### src/mcr_consts.svh
// offsets, field positions, reset values for the msi/error config registers
`ifndef MCR_CONSTS_SVH
`define MCR_CONSTS_SVH
// ----------------------------------------
// register offsets (byte addresses)
// ----------------------------------------
`define MCR_OFF_XADDR  12'h0E0
`define MCR_OFF_XDATA  12'h0E4
`define MCR_OFF_RSV0   12'h0E8
`define MCR_OFF_RSV1   12'h0EC
`define MCR_OFF_MSI    12'h0F0
`define MCR_OFF_MADDR  12'h0F4
`define MCR_OFF_MUPPER 12'h0F8
`define MCR_OFF_MDATA  12'h0FC
`define MCR_OFF_AER    12'h100
`define MCR_OFF_UEFLAG 12'h104
`define MCR_OFF_UEMASK 12'h108
// ----------------------------------------
// fields and reset values
// ----------------------------------------
`define MCR_XEN_BIT    31
`define MCR_XADDR_RW   32'h8FFF_FFFF
`define MCR_MSI_CAPABILITY_ID     8'h05
`define MCR_MSI_NEXT   8'h00
`define MCR_MSIEN_BIT  16
`define MCR_MMC_RST    3'h0
`define MCR_MME_RST    3'h0
`define MCR_CAP64_RST  1'h1
`define MCR_MADDR_RW   32'hFFFF_FFFC
`define MCR_AER_ID     16'h0001
`define MCR_AER_VER    4'h1
`define MCR_AER_NEXT   12'h150
`define MCR_UE_IMPL    32'h001F_F011
`define MCR_SYNC_DEPTH 3
`endif

### src/mcr_pkg.sv
// types shared by the msi/error config register block
package mcr_pkg;
    // configuration request from the host side
    typedef struct packed {
        logic        valid;
        logic        write;
        logic [11:0] addr;
        logic [3:0]  be;
        logic [31:0] wdata;
    } mcr_cfg_req_type;

    // outbound message write
    typedef struct packed {
        logic [63:0] addr;
        logic [15:0] data;
        logic        dual;
    } mcr_msi_wr_type;

    typedef enum logic [0:0] {
        MCR_IDLE = 1'b0,
        MCR_SEND = 1'b1
    } mcr_msi_state_type;

    // byte-enable merge of a write into an old word
    function automatic logic [31:0] mcr_merge(input logic [31:0] old_w,
                                              input logic [31:0] new_w,
                                              input logic [3:0]  be);
        logic [31:0] m;
        m = {{8{be[3]}}, {8{be[2]}}, {8{be[1]}}, {8{be[0]}}};
        return (old_w & ~m) | (new_w & m);
    endfunction
endpackage

### src/mcr_err_flags.sv
// sticky write-one-to-clear error flags
`timescale 1ns/1ps
`include "mcr_consts.svh"
module mcr_err_flags
    import mcr_pkg::*;
#(
    parameter int          W    = 32,
    parameter logic [31:0] IMPL = `MCR_UE_IMPL
) (
    // clock and power-on reset
    input  wire logic         core_clk,
    input  wire logic         rst,
    // events and clears
    input  wire logic [W-1:0] set_in,
    input  wire logic [W-1:0] clr_in,
    // flag state
    output logic      [W-1:0] flag_q
);
    logic [W-1:0] flag_reg;
    logic [W-1:0] flag_next;

    // set wins over a clear in the same cycle; only implemented bits exist
    assign flag_next = ((flag_reg & ~clr_in) | set_in) & IMPL[W-1:0];
    assign flag_q    = flag_reg;

    // sticky: only the power-on reset clears these
    always_ff @(posedge core_clk or posedge rst) begin
        if (rst) begin
            flag_reg <= '0;
        end else begin
            flag_reg <= flag_next;
        end
    end
endmodule // mcr_err_flags

### src/mcr_msi_sender.sv
// issues one message write per interrupt condition
`timescale 1ns/1ps
module mcr_msi_sender
    import mcr_pkg::*;
(
    // clock and reset
    input  wire logic        core_clk,
    input  wire logic        rst,
    input  wire logic        soft_rst,
    // programming
    input  wire logic        enable,
    input  wire logic        cap64,
    input  wire logic [31:0] addr_lo,
    input  wire logic [31:0] addr_hi,
    input  wire logic [15:0] data,
    // interrupt condition
    input  wire logic        trigger,
    // write channel
    output mcr_msi_wr_type   msi_wr,
    output logic             msi_valid,
    input  wire logic        msi_ready
);
    mcr_msi_state_type state_reg;
    mcr_msi_state_type state_next;
    mcr_msi_wr_type    wr_reg;
    mcr_msi_wr_type    wr_next;
    logic              pend_reg;
    logic              pend_next;
    logic              use_hi;
    logic              done;

    // upper half only counts when the 64-bit form is on and it is nonzero
    assign use_hi    = cap64 && (addr_hi != 32'h0000_0000);
    assign done      = (state_reg == MCR_SEND) && msi_ready;
    assign msi_valid = (state_reg == MCR_SEND) && enable;
    assign msi_wr    = wr_reg;
    assign wr_next   = '{addr: {use_hi ? addr_hi : 32'h0000_0000, addr_lo},
                         data: data, dual: use_hi};

    // a condition seen mid-send is kept pending, even in the retire cycle; disable clears both
    always_comb begin
        state_next = state_reg;
        pend_next  = pend_reg;
        unique case (state_reg)
            MCR_IDLE: begin
                if (enable && (trigger || pend_reg)) begin
                    state_next = MCR_SEND;
                    pend_next  = 1'b0;
                end
            end
            MCR_SEND: begin
                if (trigger) begin
                    pend_next = 1'b1;
                end
                if (done) begin
                    state_next = MCR_IDLE;
                end
            end
        endcase
        if (!enable) begin
            state_next = MCR_IDLE;
            pend_next  = 1'b0;
        end
    end

    // state and payload, payload latched when a send starts
    always_ff @(posedge core_clk or posedge rst) begin
        if (rst) begin
            state_reg <= MCR_IDLE;
            pend_reg  <= 1'b0;
            wr_reg    <= '0;
        end else if (soft_rst) begin
            state_reg <= MCR_IDLE;
            pend_reg  <= 1'b0;
        end else begin
            state_reg <= state_next;
            pend_reg  <= pend_next;
            if (state_reg == MCR_IDLE && state_next == MCR_SEND) begin
                wr_reg <= wr_next;
            end
        end
    end
endmodule // mcr_msi_sender

### src/mcr_cfg_regs.sv
// msi capability, error reporting header and error status/mask registers
// Behaviour
// - data port at E4h, read-write, resets to zero
// - port forwards extended access only while address bit 31 is set
// - E8h and ECh are reserved, read zero, ignore writes
// - F0h bits 7:0 read 05h, the msi capability id
// - F0h bits 15:8 read 00h, end of capability list
// - enable clear: no messages, legacy interrupt line used
// - enable set: messages used, legacy interrupt pin ignored
// - message-count capability bits 19:17 read-only, zero
// - enabled-count bits 22:20 writable; software avoids codes 110, 111
// - bit 23 64-bit indicator resets to 1; bits 31:24 read zero
// - message address bits 31:2 at F4h; bits 1:0 read zero
// - upper message address at F8h, resets to zero
// - message data bits 15:0 at FCh; bits 31:16 read zero
// - 100h bits 15:0 read 0001h
// - 100h bits 19:16 read version 1h
// - 100h bits 31:20 read next offset 150h
// - sticky write-one-clear error flags at 104h, reset zero
// - sticky error masks at 108h, same bits, reserved read zero
`timescale 1ns/1ps
`include "mcr_consts.svh"
module mcr_cfg_regs
    import mcr_pkg::*;
(
    // clock and resets
    input  wire logic        core_clk,
    input  wire logic        rst,
    input  wire logic        cfg_soft_rst,
    // configuration request and answer
    input  mcr_cfg_req_type  cfg_req,
    output logic             cfg_ack,
    output logic [31:0]      cfg_rdata,
    // extended configuration access
    output logic             ext_wr,
    output logic             ext_rd,
    output logic [27:0]      ext_addr,
    output logic [31:0]      ext_wdata,
    output logic [3:0]       ext_be,
    input  wire logic [31:0] ext_rdata,
    // interrupts
    input  wire logic        irq_event,
    input  wire logic        intx_pin_n,
    output logic             intx_out_n,
    output mcr_msi_wr_type   msi_wr,
    output logic             msi_valid,
    input  wire logic        msi_ready,
    // error events
    input  wire logic [31:0] err_event,
    output logic             err_report
);
    // ----------------------------------------
    // state
    // ----------------------------------------
    logic [31:0] xaddr_reg;
    logic [31:0] xdata_reg;
    logic        msien_reg;
    logic [2:0]  mme_reg;
    logic        cap64_reg;
    logic [31:0] maddr_reg;
    logic [31:0] mupper_reg;
    logic [15:0] mdata_reg;
    logic [31:0] mask_reg;
    logic [31:0] flags;
    logic [`MCR_SYNC_DEPTH-1:0] intx_sync_reg;
    logic        intx_f_reg;
    logic        ack_reg;
    logic [31:0] rdata_reg;
    logic        ext_wr_reg;
    logic        ext_rd_reg;
    logic [31:0] ext_wdata_reg;
    logic [3:0]  ext_be_reg;
    logic        rep_reg;

    // ----------------------------------------
    // decode
    // ----------------------------------------
    wire req_wr   = cfg_req.valid && cfg_req.write;
    wire req_rd   = cfg_req.valid && !cfg_req.write;
    wire hit_xa   = cfg_req.addr == `MCR_OFF_XADDR;
    wire hit_xd   = cfg_req.addr == `MCR_OFF_XDATA;
    wire hit_msi  = cfg_req.addr == `MCR_OFF_MSI;
    wire hit_ma   = cfg_req.addr == `MCR_OFF_MADDR;
    wire hit_mu   = cfg_req.addr == `MCR_OFF_MUPPER;
    wire hit_md   = cfg_req.addr == `MCR_OFF_MDATA;
    wire hit_aer  = cfg_req.addr == `MCR_OFF_AER;
    wire hit_uf   = cfg_req.addr == `MCR_OFF_UEFLAG;
    wire hit_um   = cfg_req.addr == `MCR_OFF_UEMASK;
    wire xen      = xaddr_reg[`MCR_XEN_BIT];
    wire [31:0] be_mask = {{8{cfg_req.be[3]}}, {8{cfg_req.be[2]}},
                           {8{cfg_req.be[1]}}, {8{cfg_req.be[0]}}};

    // ----------------------------------------
    // read views
    // ----------------------------------------
    // next pointer zero
    wire [31:0] msi_word = {8'h00, cap64_reg, mme_reg, `MCR_MMC_RST,
                            msien_reg, `MCR_MSI_NEXT, `MCR_MSI_CAPABILITY_ID};
    wire [31:0] aer_word = {`MCR_AER_NEXT, `MCR_AER_VER, `MCR_AER_ID};

    // reserved and unmapped offsets fall through to zero
    wire [31:0] rd_word =
        hit_xa  ? xaddr_reg :
        hit_xd  ? (xen ? ext_rdata : xdata_reg) :
        hit_msi ? msi_word :
        hit_ma  ? maddr_reg :
        hit_mu  ? mupper_reg :
        hit_md  ? {16'h0000, mdata_reg} :
        hit_aer ? aer_word :
        hit_uf  ? flags :
        hit_um  ? mask_reg : 32'h0000_0000;

    // ----------------------------------------
    // write data
    // ----------------------------------------
    wire [31:0] xaddr_next  = mcr_merge(xaddr_reg, cfg_req.wdata, cfg_req.be)
                              & `MCR_XADDR_RW;
    wire [31:0] xdata_next  = mcr_merge(xdata_reg, cfg_req.wdata, cfg_req.be);
    wire [31:0] msi_next    = mcr_merge(msi_word, cfg_req.wdata, cfg_req.be);
    // low two address bits never stored
    wire [31:0] maddr_next  = mcr_merge(maddr_reg, cfg_req.wdata, cfg_req.be)
                              & `MCR_MADDR_RW;
    wire [31:0] mupper_next = mcr_merge(mupper_reg, cfg_req.wdata, cfg_req.be);
    wire [31:0] mdata_next  = mcr_merge({16'h0000, mdata_reg}, cfg_req.wdata,
                                        cfg_req.be);
    wire [31:0] mask_next   = mcr_merge(mask_reg, cfg_req.wdata, cfg_req.be)
                              & `MCR_UE_IMPL;
    // ones written to enabled lanes clear flags
    wire [31:0] flag_clr    = (req_wr && hit_uf) ? (cfg_req.wdata & be_mask)
                                                 : 32'h0000_0000;

    // ----------------------------------------
    // non-sticky registers: back to reset values (64-bit indicator to 1, rest zero) on either reset
    // ----------------------------------------
    always_ff @(posedge core_clk or posedge rst) begin
        if (rst) begin
            xaddr_reg  <= 32'h0000_0000;
            xdata_reg  <= 32'h0000_0000;
            msien_reg  <= 1'b0;
            mme_reg    <= `MCR_MME_RST;
            cap64_reg  <= `MCR_CAP64_RST;
            maddr_reg  <= 32'h0000_0000;
            mupper_reg <= 32'h0000_0000;
            mdata_reg  <= 16'h0000;
        end else if (cfg_soft_rst) begin
            xaddr_reg  <= 32'h0000_0000;
            xdata_reg  <= 32'h0000_0000;
            msien_reg  <= 1'b0;
            mme_reg    <= `MCR_MME_RST;
            cap64_reg  <= `MCR_CAP64_RST;
            maddr_reg  <= 32'h0000_0000;
            mupper_reg <= 32'h0000_0000;
            mdata_reg  <= 16'h0000;
        end else if (req_wr) begin
            if (hit_xa) begin
                xaddr_reg <= xaddr_next;
            end
            if (hit_xd) begin
                xdata_reg <= xdata_next;
            end
            if (hit_msi) begin
                msien_reg <= msi_next[`MCR_MSIEN_BIT];
                mme_reg   <= msi_next[22:20];
                cap64_reg <= msi_next[23];
            end
            if (hit_ma) begin
                maddr_reg <= maddr_next;
            end
            if (hit_mu) begin
                mupper_reg <= mupper_next;
            end
            // only the low half is kept
            if (hit_md) begin
                mdata_reg <= mdata_next[15:0];
            end
        end
    end

    // ----------------------------------------
    // sticky masks: power-on reset only
    // ----------------------------------------
    always_ff @(posedge core_clk or posedge rst) begin
        if (rst) begin
            mask_reg <= 32'h0000_0000;
        end else if (req_wr && hit_um) begin
            mask_reg <= mask_next;
        end
    end

    mcr_err_flags #(
        .W    (32),
        .IMPL (`MCR_UE_IMPL)
    ) u_flags (
        .core_clk (core_clk),
        .rst      (rst),
        .set_in   (err_event),
        .clr_in   (flag_clr),
        .flag_q   (flags)
    );

    // ----------------------------------------
    // answer and extended access strobes
    // ----------------------------------------
    // answer one cycle after the request; forwarding needs the enable bit
    always_ff @(posedge core_clk or posedge rst) begin
        if (rst) begin
            ack_reg       <= 1'b0;
            rdata_reg     <= 32'h0000_0000;
            ext_wr_reg    <= 1'b0;
            ext_rd_reg    <= 1'b0;
            ext_wdata_reg <= 32'h0000_0000;
            ext_be_reg    <= 4'h0;
            rep_reg       <= 1'b0;
        end else begin
            ack_reg    <= cfg_req.valid;
            rdata_reg  <= req_rd ? rd_word : 32'h0000_0000;
            ext_wr_reg <= req_wr && hit_xd && xen;
            ext_rd_reg <= req_rd && hit_xd && xen;
            if (req_wr && hit_xd) begin
                ext_wdata_reg <= cfg_req.wdata;
                ext_be_reg    <= cfg_req.be;
            end
            // masked errors are logged but not reported
            rep_reg <= |(err_event & ~mask_reg & `MCR_UE_IMPL);
        end
    end

    assign cfg_ack    = ack_reg;
    assign cfg_rdata  = rdata_reg;
    assign ext_wr     = ext_wr_reg;
    assign ext_rd     = ext_rd_reg;
    assign ext_addr   = xaddr_reg[27:0];
    assign ext_wdata  = ext_wdata_reg;
    assign ext_be     = ext_be_reg;
    assign err_report = rep_reg;

    // ----------------------------------------
    // interrupt path
    // ----------------------------------------
    // pin is asynchronous; a level counts once stages two and three agree
    always_ff @(posedge core_clk or posedge rst) begin
        if (rst) begin
            intx_sync_reg <= '1;
            intx_f_reg    <= 1'b1;
        end else begin
            intx_sync_reg <= {intx_sync_reg[1:0], intx_pin_n};
            if (intx_sync_reg[1] == intx_sync_reg[2]) begin
                intx_f_reg <= intx_sync_reg[2];
            end
        end
    end

    // legacy line follows the pin only while messages are off
    // pin ignored once messages are on
    assign intx_out_n = intx_f_reg | msien_reg;

    // message write of stored data to stored address
    mcr_msi_sender u_msi (
        .core_clk  (core_clk),
        .rst       (rst),
        .soft_rst  (cfg_soft_rst),
        .enable    (msien_reg),
        .cap64     (cap64_reg),
        .addr_lo   (maddr_reg),
        .addr_hi   (mupper_reg),
        .data      (mdata_reg),
        .trigger   (irq_event),
        .msi_wr    (msi_wr),
        .msi_valid (msi_valid),
        .msi_ready (msi_ready)
    );

    // ----------------------------------------
    // checks
    // ----------------------------------------
    chk_port_fwd_gate: assert property (@(posedge core_clk) disable iff (rst)
        ext_wr |-> $past(xen) && $past(req_wr && hit_xd))
        else $error("extended write forwarded while disabled");
    chk_rsvd_read_zero: assert property (@(posedge core_clk) disable iff (rst)
        req_rd && (cfg_req.addr == `MCR_OFF_RSV0 || cfg_req.addr == `MCR_OFF_RSV1)
        |=> cfg_ack && cfg_rdata == 32'h0000_0000)
        else $error("reserved offset read nonzero");
    chk_msi_header: assert property (@(posedge core_clk) disable iff (rst)
        req_rd && hit_msi |=> cfg_rdata[15:0] == 16'h0005 && cfg_rdata[31:24] == 8'h00
        && cfg_rdata[19:17] == 3'h0)
        else $error("msi header read wrong");
    chk_no_msg_off: assert property (@(posedge core_clk) disable iff (rst)
        !msien_reg |-> !msi_valid)
        else $error("message sent while disabled");
    chk_intx_masked: assert property (@(posedge core_clk) disable iff (rst)
        msien_reg |-> intx_out_n)
        else $error("legacy line active with messages on");
    chk_addr_aligned: assert property (@(posedge core_clk) disable iff (rst)
        req_rd && hit_ma |=> cfg_rdata[1:0] == 2'b00)
        else $error("message address unaligned");
    chk_data_upper: assert property (@(posedge core_clk) disable iff (rst)
        req_rd && hit_md |=> cfg_rdata[31:16] == 16'h0000)
        else $error("message data upper half nonzero");
    chk_msg_issue: assert property (@(posedge core_clk) disable iff (rst || cfg_soft_rst)
        irq_event && msien_reg && !msi_valid ##1 msien_reg |-> msi_valid
        && msi_wr.data == $past(mdata_reg))
        else $error("interrupt did not start a message");
    chk_aer_header: assert property (@(posedge core_clk) disable iff (rst)
        req_rd && hit_aer |=> cfg_rdata == 32'h1501_0001)
        else $error("error reporting header wrong");
    chk_flag_set_wins: assert property (@(posedge core_clk) disable iff (rst)
        err_event[0] |=> flags[0] ##1 flags[0] || $past(flag_clr[0]))
        else $error("error event lost");
    chk_mask_rsvd: assert property (@(posedge core_clk) disable iff (rst)
        req_rd && hit_um |=> (cfg_rdata & ~32'h001F_F011) == 32'h0000_0000)
        else $error("mask reserved bits nonzero");
endmodule // mcr_cfg_regs

### config.mk
export PLATFORM = sky130hd
export DESIGN_NAME = mcr_cfg_regs
export DESIGN_NICKNAME = d
export VERILOG_FILES = /design/src/mcr_pkg.sv /design/src/mcr_err_flags.sv /design/src/mcr_msi_sender.sv /design/src/mcr_cfg_regs.sv
export VERILOG_INCLUDE_DIRS = /design/src /design/src/src
export SDC_FILE = /design/constraint.sdc
export NUM_CORES = 1
export LEC_CHECK = 0
export BUFFER_PORTS_ARGS = -buffer_cell sky130_fd_sc_hd__buf_2
export CAP_MARGIN = 10
export CORE_MARGIN = 3
export CORE_UTILIZATION = 50
export CTS_BUF_LIST = sky130_fd_sc_hd__clkbuf_4
export DETAILED_ROUTE_END_ITERATION = 8
export GPL_TIMING_DRIVEN = 0
export PLACE_DENSITY = 0.74
export SYNTH_ARGS = -nofsm -noshare
export SYNTH_HDL_FRONTEND = slang
export SYNTH_SLANG_ARGS = --single-unit
### constraint.sdc
create_clock -name core_clk -period 20.2 [get_ports core_clk]
set_input_delay 4.04 -clock core_clk [delete_from_list [all_inputs] [get_ports core_clk]]
set_output_delay 4.04 -clock core_clk [all_outputs]
set_load 0.02 [all_outputs]
---- After elaboration in Yosys (flattened, before gate mapping) ----
Index checks and enable logic that the tools add are counted.
operators by class
  reduce and logical (&&, ||, !) cells .... 32
  mux-type cells .......................... 47
  bitwise operators ....................... 24
  equal/unequal tests ..................... 12
operators by type and width
  operator                                               count
  2-to-1 mux 32 bit                                      20
  AND 32 bit                                             5
  bitwise OR 32 bit                                      4
  == test 12 x 8 -> 1 bit, second input constant         6
  AND 21 bit                                             3
  2-to-1 mux 21 bit                                      3
  2-to-1 mux 29 bit                                      2
  2-to-1 mux 16 bit                                      3
  NOT 21 bit                                             2
  bitwise OR 21 bit                                      2
  == test 12 x 9 -> 1 bit, second input constant         3
  NOT 32 bit                                             1
  nonzero test 32 bit                                    1
  AND 24 bit                                             1
  bitwise OR 24 bit                                      1
  AND 16 bit                                             1
  bitwise OR 16 bit                                      1
  AND reduction 2 bit                                    8
  2-to-1 mux 1 bit                                       14
  nonzero test 2 bit                                     7
  logical AND 1 bit                                      13
  OR reduction 11 bit                                    1
  2-to-1 mux 3 bit                                       3
  inequality test 4 x 3 -> 1 bit, second input constant  1
  7 further kinds                                        9
word-level totals
  bits in registers ....................... 330

---- Depth between registers and ports, before layout ----
  depth in word-level cells ............... 11
  gate-level depth with buffers ........... 8

---- Cells and area by module ----
From an unflattened synthesis, not the netlist that was laid out.
unflattened totals
  cell total of the unflattened synthesis .. 1671
  area, all modules ....................... 15189.6 um^2
by module, submodules not included
  module          seq. area each (um^2)  instances  area each (um^2)  cells each
  mcr_cfg_regs    5786.8                 1          11310.8           1249
  mcr_msi_sender  2077.0                 1          3314.4            366
  mcr_err_flags   275.3                  1          564.3             56

---- Least setup slack after synthesis ----
Ideal clock, no wire load.
  path type ............................... input port to flip-flop
  from .................................... in cfg_req[37] (netlist name)
  to ...................................... reg rdata_reg[16] (netlist: cfg_rdata[16])
  data arrival time ....................... 5.785 ns
  library setup time ...................... 0.082 ns
  buffers on the path ..................... 2
  path slack .............................. 14.333 ns
  stages .................................. 7
  path through ............................ buf_2 or4b_1 buf_2 nor4_4 a222oi_1 or3_1 a31oi_1
on the way
  word-level cells in the longest chain between the ends .. 11
  elaborated cells between the ends (all ways) .. 19
  classes of those cells .................. 9 x eq/ne; 10 x mux
RTL lines
  what                                      RTL line             text
  start: declaration                        mcr_cfg_regs.sv:31   input mcr_cfg_req_type cfg_req,
  == test 12 x 9 -> 1 bit (no source line)  n/a
  2-to-1 mux 21 bit                         mcr_cfg_regs.sv:111  hit_um ? mask_reg : 32'h0000_0000;
  2-to-1 mux 21 bit                         mcr_cfg_regs.sv:110  hit_uf ? flags :
  2-to-1 mux 29 bit                         mcr_cfg_regs.sv:109  hit_aer ? aer_word :
  2-to-1 mux 29 bit                         mcr_cfg_regs.sv:108  hit_md ? {16'h0000, mdata_reg} :
  2-to-1 mux 32 bit                         mcr_cfg_regs.sv:107  hit_mu ? mupper_reg :
  2-to-1 mux 32 bit                         mcr_cfg_regs.sv:106  hit_ma ? maddr_reg :
  2-to-1 mux 32 bit                         mcr_cfg_regs.sv:105  hit_msi ? msi_word :
  2-to-1 mux 32 bit                         mcr_cfg_regs.sv:104  hit_xd ? (xen ? ext_rdata : xdata_reg) :
  2-to-1 mux 32 bit (*)                     mcr_cfg_regs.sv:103  hit_xa ? xaddr_reg :
  2-to-1 mux 32 bit (*)                     mcr_cfg_regs.sv:216  rdata_reg <= req_rd ? rd_word : 32'h0000_0000;
  end signal: assignment                    mcr_cfg_regs.sv:216
  end: declaration                          mcr_cfg_regs.sv:68   logic [31:0] rdata_reg;
Mark *: on every way between the ends. The rest lies on a longest branch, timed or not.
A chain may end at the register's enable or synchronous reset.

---- Worst setup path after layout ----
  from .................................... in cfg_req[45] (netlist name)
  to ...................................... reg maddr_reg[11]
on the way
  word-level cells in the longest chain between the ends .. 3
RTL lines
  what                                      RTL line             text
  == test 12 x 8 -> 1 bit (no source line)  n/a
  nonzero test 2 bit (no source line)       n/a
  AND reduction 2 bit (no source line)      n/a
  end signal: assignment                    mcr_cfg_regs.sv:167  maddr_reg <= maddr_next;
  end: declaration                          mcr_cfg_regs.sv:60   logic [31:0] maddr_reg;
No other way between the ends.

==> reports/metrics.cfg <==
[outcome]
outcome = completed

[worst_setup_path]
worstSetupStartpointType = input pin
path_buf_inv = 1
required_ns = 20.79
crit_family = simple AND/OR/NAND/NOR gates
critPathArrivalTime_ns = 7.04
crit_top_cell = nor3_1
crit_chain = buf_2 -> nor3_1 -> nand3_1 -> nor3_1 -> nand2_1 -> a21oi_1
slowest_stage = nor3_1
path_class = input pin to flop
cp_max_fo = 8
crit_path_end_kind = flop
slowest_delay_ns = 1.18

[clock_network]
cts_buffers = 86
clk_latency_ns = 0.71
cts_sinks = 323
clk_path_buf_depth = 3
post_cts_buffers = 0
cts_resized = 0
cts_tree = done
h-tree-depth = 3
holdBufCountCts = 0
cts_root_buffer = clkbuf_4
clk_pin_slew_ns = 0.06

[grt]
grt_pass1_vias = 12650
overflow = 0
track_usage_pct = 31.10
grt_max_degree = 134
antenna_found_initial = 12
grt_pass1_wl_um = 73090

[logic_synthesis]
ys_ff_latch = 323
synthesis.yosys.warnings = 0
seq_area_frac_synth_pct = 56.52
synth_ff_type = dfrtp_1
syn_avg_cell_area_um2 = 10.84
syn_inst = 1320
synth_area_mm2 = 0.01431
synth_edf_count = 0
async_flop_share_pct = 100.0
synth.distinct_cells = 54

[sta]
setup_slack_ns = 13.75
fin_setup_tns_ns = 0
maxSlewViolCount = 0
rsz0062_at_grt = false
relSlewSlack_pct = 14.58
finalHoldViolCount = 0
period_needed_ns = 6.452
period_share_pct = 31.94
fmax_mhz = 155.0
fin_worst_skew_ns = 0.05242
setup_viol_count_final = 0
tightest_slew_ns = 1.272

[route]
dr.pass1.iters = 8
drt_iter0_drc = 1439
via_per_inst = 5.858
ant_nets = 0
vias = 12510
drc_errors = 0
wirelength_um = 48200
post_drt_wl_per_cell_um = 22.57

[pwr]
ir_drop_mv = 0.04114
p_leak_nw = 8.724
powerDensity_mw_per_mm2 = 74.82

[floorplan]
fp-row-count = 61
core_mm2 = 0.02801
io_pins = 303
die-width_um = 175.2
die_y_um = 175.2
initial_core_util_pct = 51.09
dieArea_mm2 = 0.03069

[finish]
areaGrowthSynthToFinish_pct = 21.46
fill_cells = 2391
multi_input_comb_area_mm2 = 0.005638
drive_gt1_share_pct = 33.54
final_cell_mix = dfrtp_1 (318), buf_2 (292), nand2_1 (230)
final_common_cell = dfrtp_1
nNetsFinal = 1809
seq_area_mm2 = 0.008089
largest_reg_flops = 79

[run]
cap_violations = 0

[placement]
numPortBuffers = 277
place_congestion = 0.9384
preCtsSetupSlack_ns = 13.28
dp_hpwl_um = 34420

[worst_hold_path]
min_path_type = flop to flop

[path summary, 6_finish.rpt]
kind,start,endpoint,slack (ns),cells past startpoint
max,cfg_req[45],maddr_reg[11],13.75,6
min,intx_sync_reg[0],intx_sync_reg[1],0.35,0
max reg2reg,xaddr_reg[31],ext_wr,17.18,5
min reg2reg,intx_sync_reg[0],intx_sync_reg[1],0.35,0
max in group asynchronous,rst,ext_wdata[16],15.76,3
min in group asynchronous,rst,xaddr_reg[5],3.40,2
[through the flow]
| stage | total power [mW] | std cells | hold WS [ns] | util [%] | cell area [um2] |
|---|---|---|---|---|---|
| finish | 1.301 | 2136 | 0.3548 | 62.06 | 17380 |
| CTS | 1.310 | 2127 | 0.3559 | 61.97 | 17360 |
| floorplan | 0.6881 | 1321 | 0.3452 | - | 14320 |
| global route | 1.352 | 2135 | 0.3546 | 62.05 | 17380 |
| detailed placement | 0.7206 | 1978 | 0.3478 | 57.97 | 16240 |
| global placement | 0.7188 | 1976 | 0.3459 | 57.74 | 16170 |
[cell type report]
type | count | share of cell area (%)
inverter | 17 | 0.4103
sequential | 323 | 46.53
clock inverter | 24 | 1.051
tap | 378 | 2.721
buffer | 105 | 3.016
timing repair buffer | 280 | 8.321
clock buffer | 125 | 5.398
antenna | 8 | 0.1152
multi-input combinational | 876 | 32.43
[Yosys cell counts (all sizes together), types with 2 or more instances]
| cell type | instances | area, um2 |
|---|---|---|
| a22o | 35 | 306.5 |
| and3 | 4 | 25.02 |
| o2bb2ai | 6 | 52.55 |
| nor2 | 90 | 337.8 |
| a21oi | 125 | 625.6 |
| dfrtp | 318 | 7958 |
| a221oi | 8 | 70.07 |
| or2 | 3 | 18.77 |
| o22ai | 5 | 31.28 |
| clkbuf | 56 | 210.2 |
| o21ai | 34 | 170.2 |
| nand2b | 4 | 25.02 |
| nand4 | 6 | 37.54 |
| and3b | 5 | 43.79 |
| a222oi | 19 | 190.2 |
| or3 | 3 | 18.77 |
| nand2 | 232 | 875.8 |
| dfstp | 5 | 131.4 |
| nor3b | 2 | 15.01 |
| a32oi | 2 | 17.52 |
| nor3 | 18 | 90.09 |
| nor2b | 4 | 25.02 |
| and2 | 6 | 37.53 |
| or4b | 4 | 40.04 |
| mux2i | 77 | 770.7 |
| mux2 | 107 | 1205 |
| nand3 | 20 | 100.1 |
| nor4 | 19 | 215.2 |
| a21o | 12 | 90.09 |
| nor4b | 2 | 17.52 |
| inv | 17 | 63.81 |
| a22oi | 7 | 52.55 |
| buf | 49 | 314.1 |
| o31ai | 3 | 22.52 |
[power by group]
part | internal (mW) | switching [mW] | leakage, nW
Clock | 0.322 | 0.269 | 0.664
Combinational | 0.0147 | 0.0461 | 3.63
Sequential | 0.648 | 0.000376 | 4.43
Total | 0.985 | 0.316 | 8.72
[metal layers]
layer | GRT usage, % | vias up | share of wire (%)
met1 | 40.96 | 6142 | 39
met4 | 14.06 | 10 | 3.6
met3 | 8.409 | 137 | 11
li1 | - | 5442 | -
met2 | 48.42 | 782 | 46
met5 | 0 | - | 0.14
[cell families (layout without fill, tap and decap cells)]
kind of cell / Yosys count / count (layout) / share of synthesized area, %
other: 1 / 10 / 0.02620
muxes: 184 / 184 / 13.80
adders and majority gates: 1 / 1 / 0.06995
buffers and inverters: 122 / 551 / 4.109
AOI/OAI and AO/OA: 262 / 262 / 11.72
DFF: 323 / 323 / 56.52
and+or+nand+nor: 426 / 426 / 13.68
xor gates and xnor gates: 1 / 1 / 0.06121
Power figures use the tool's default switching activity.
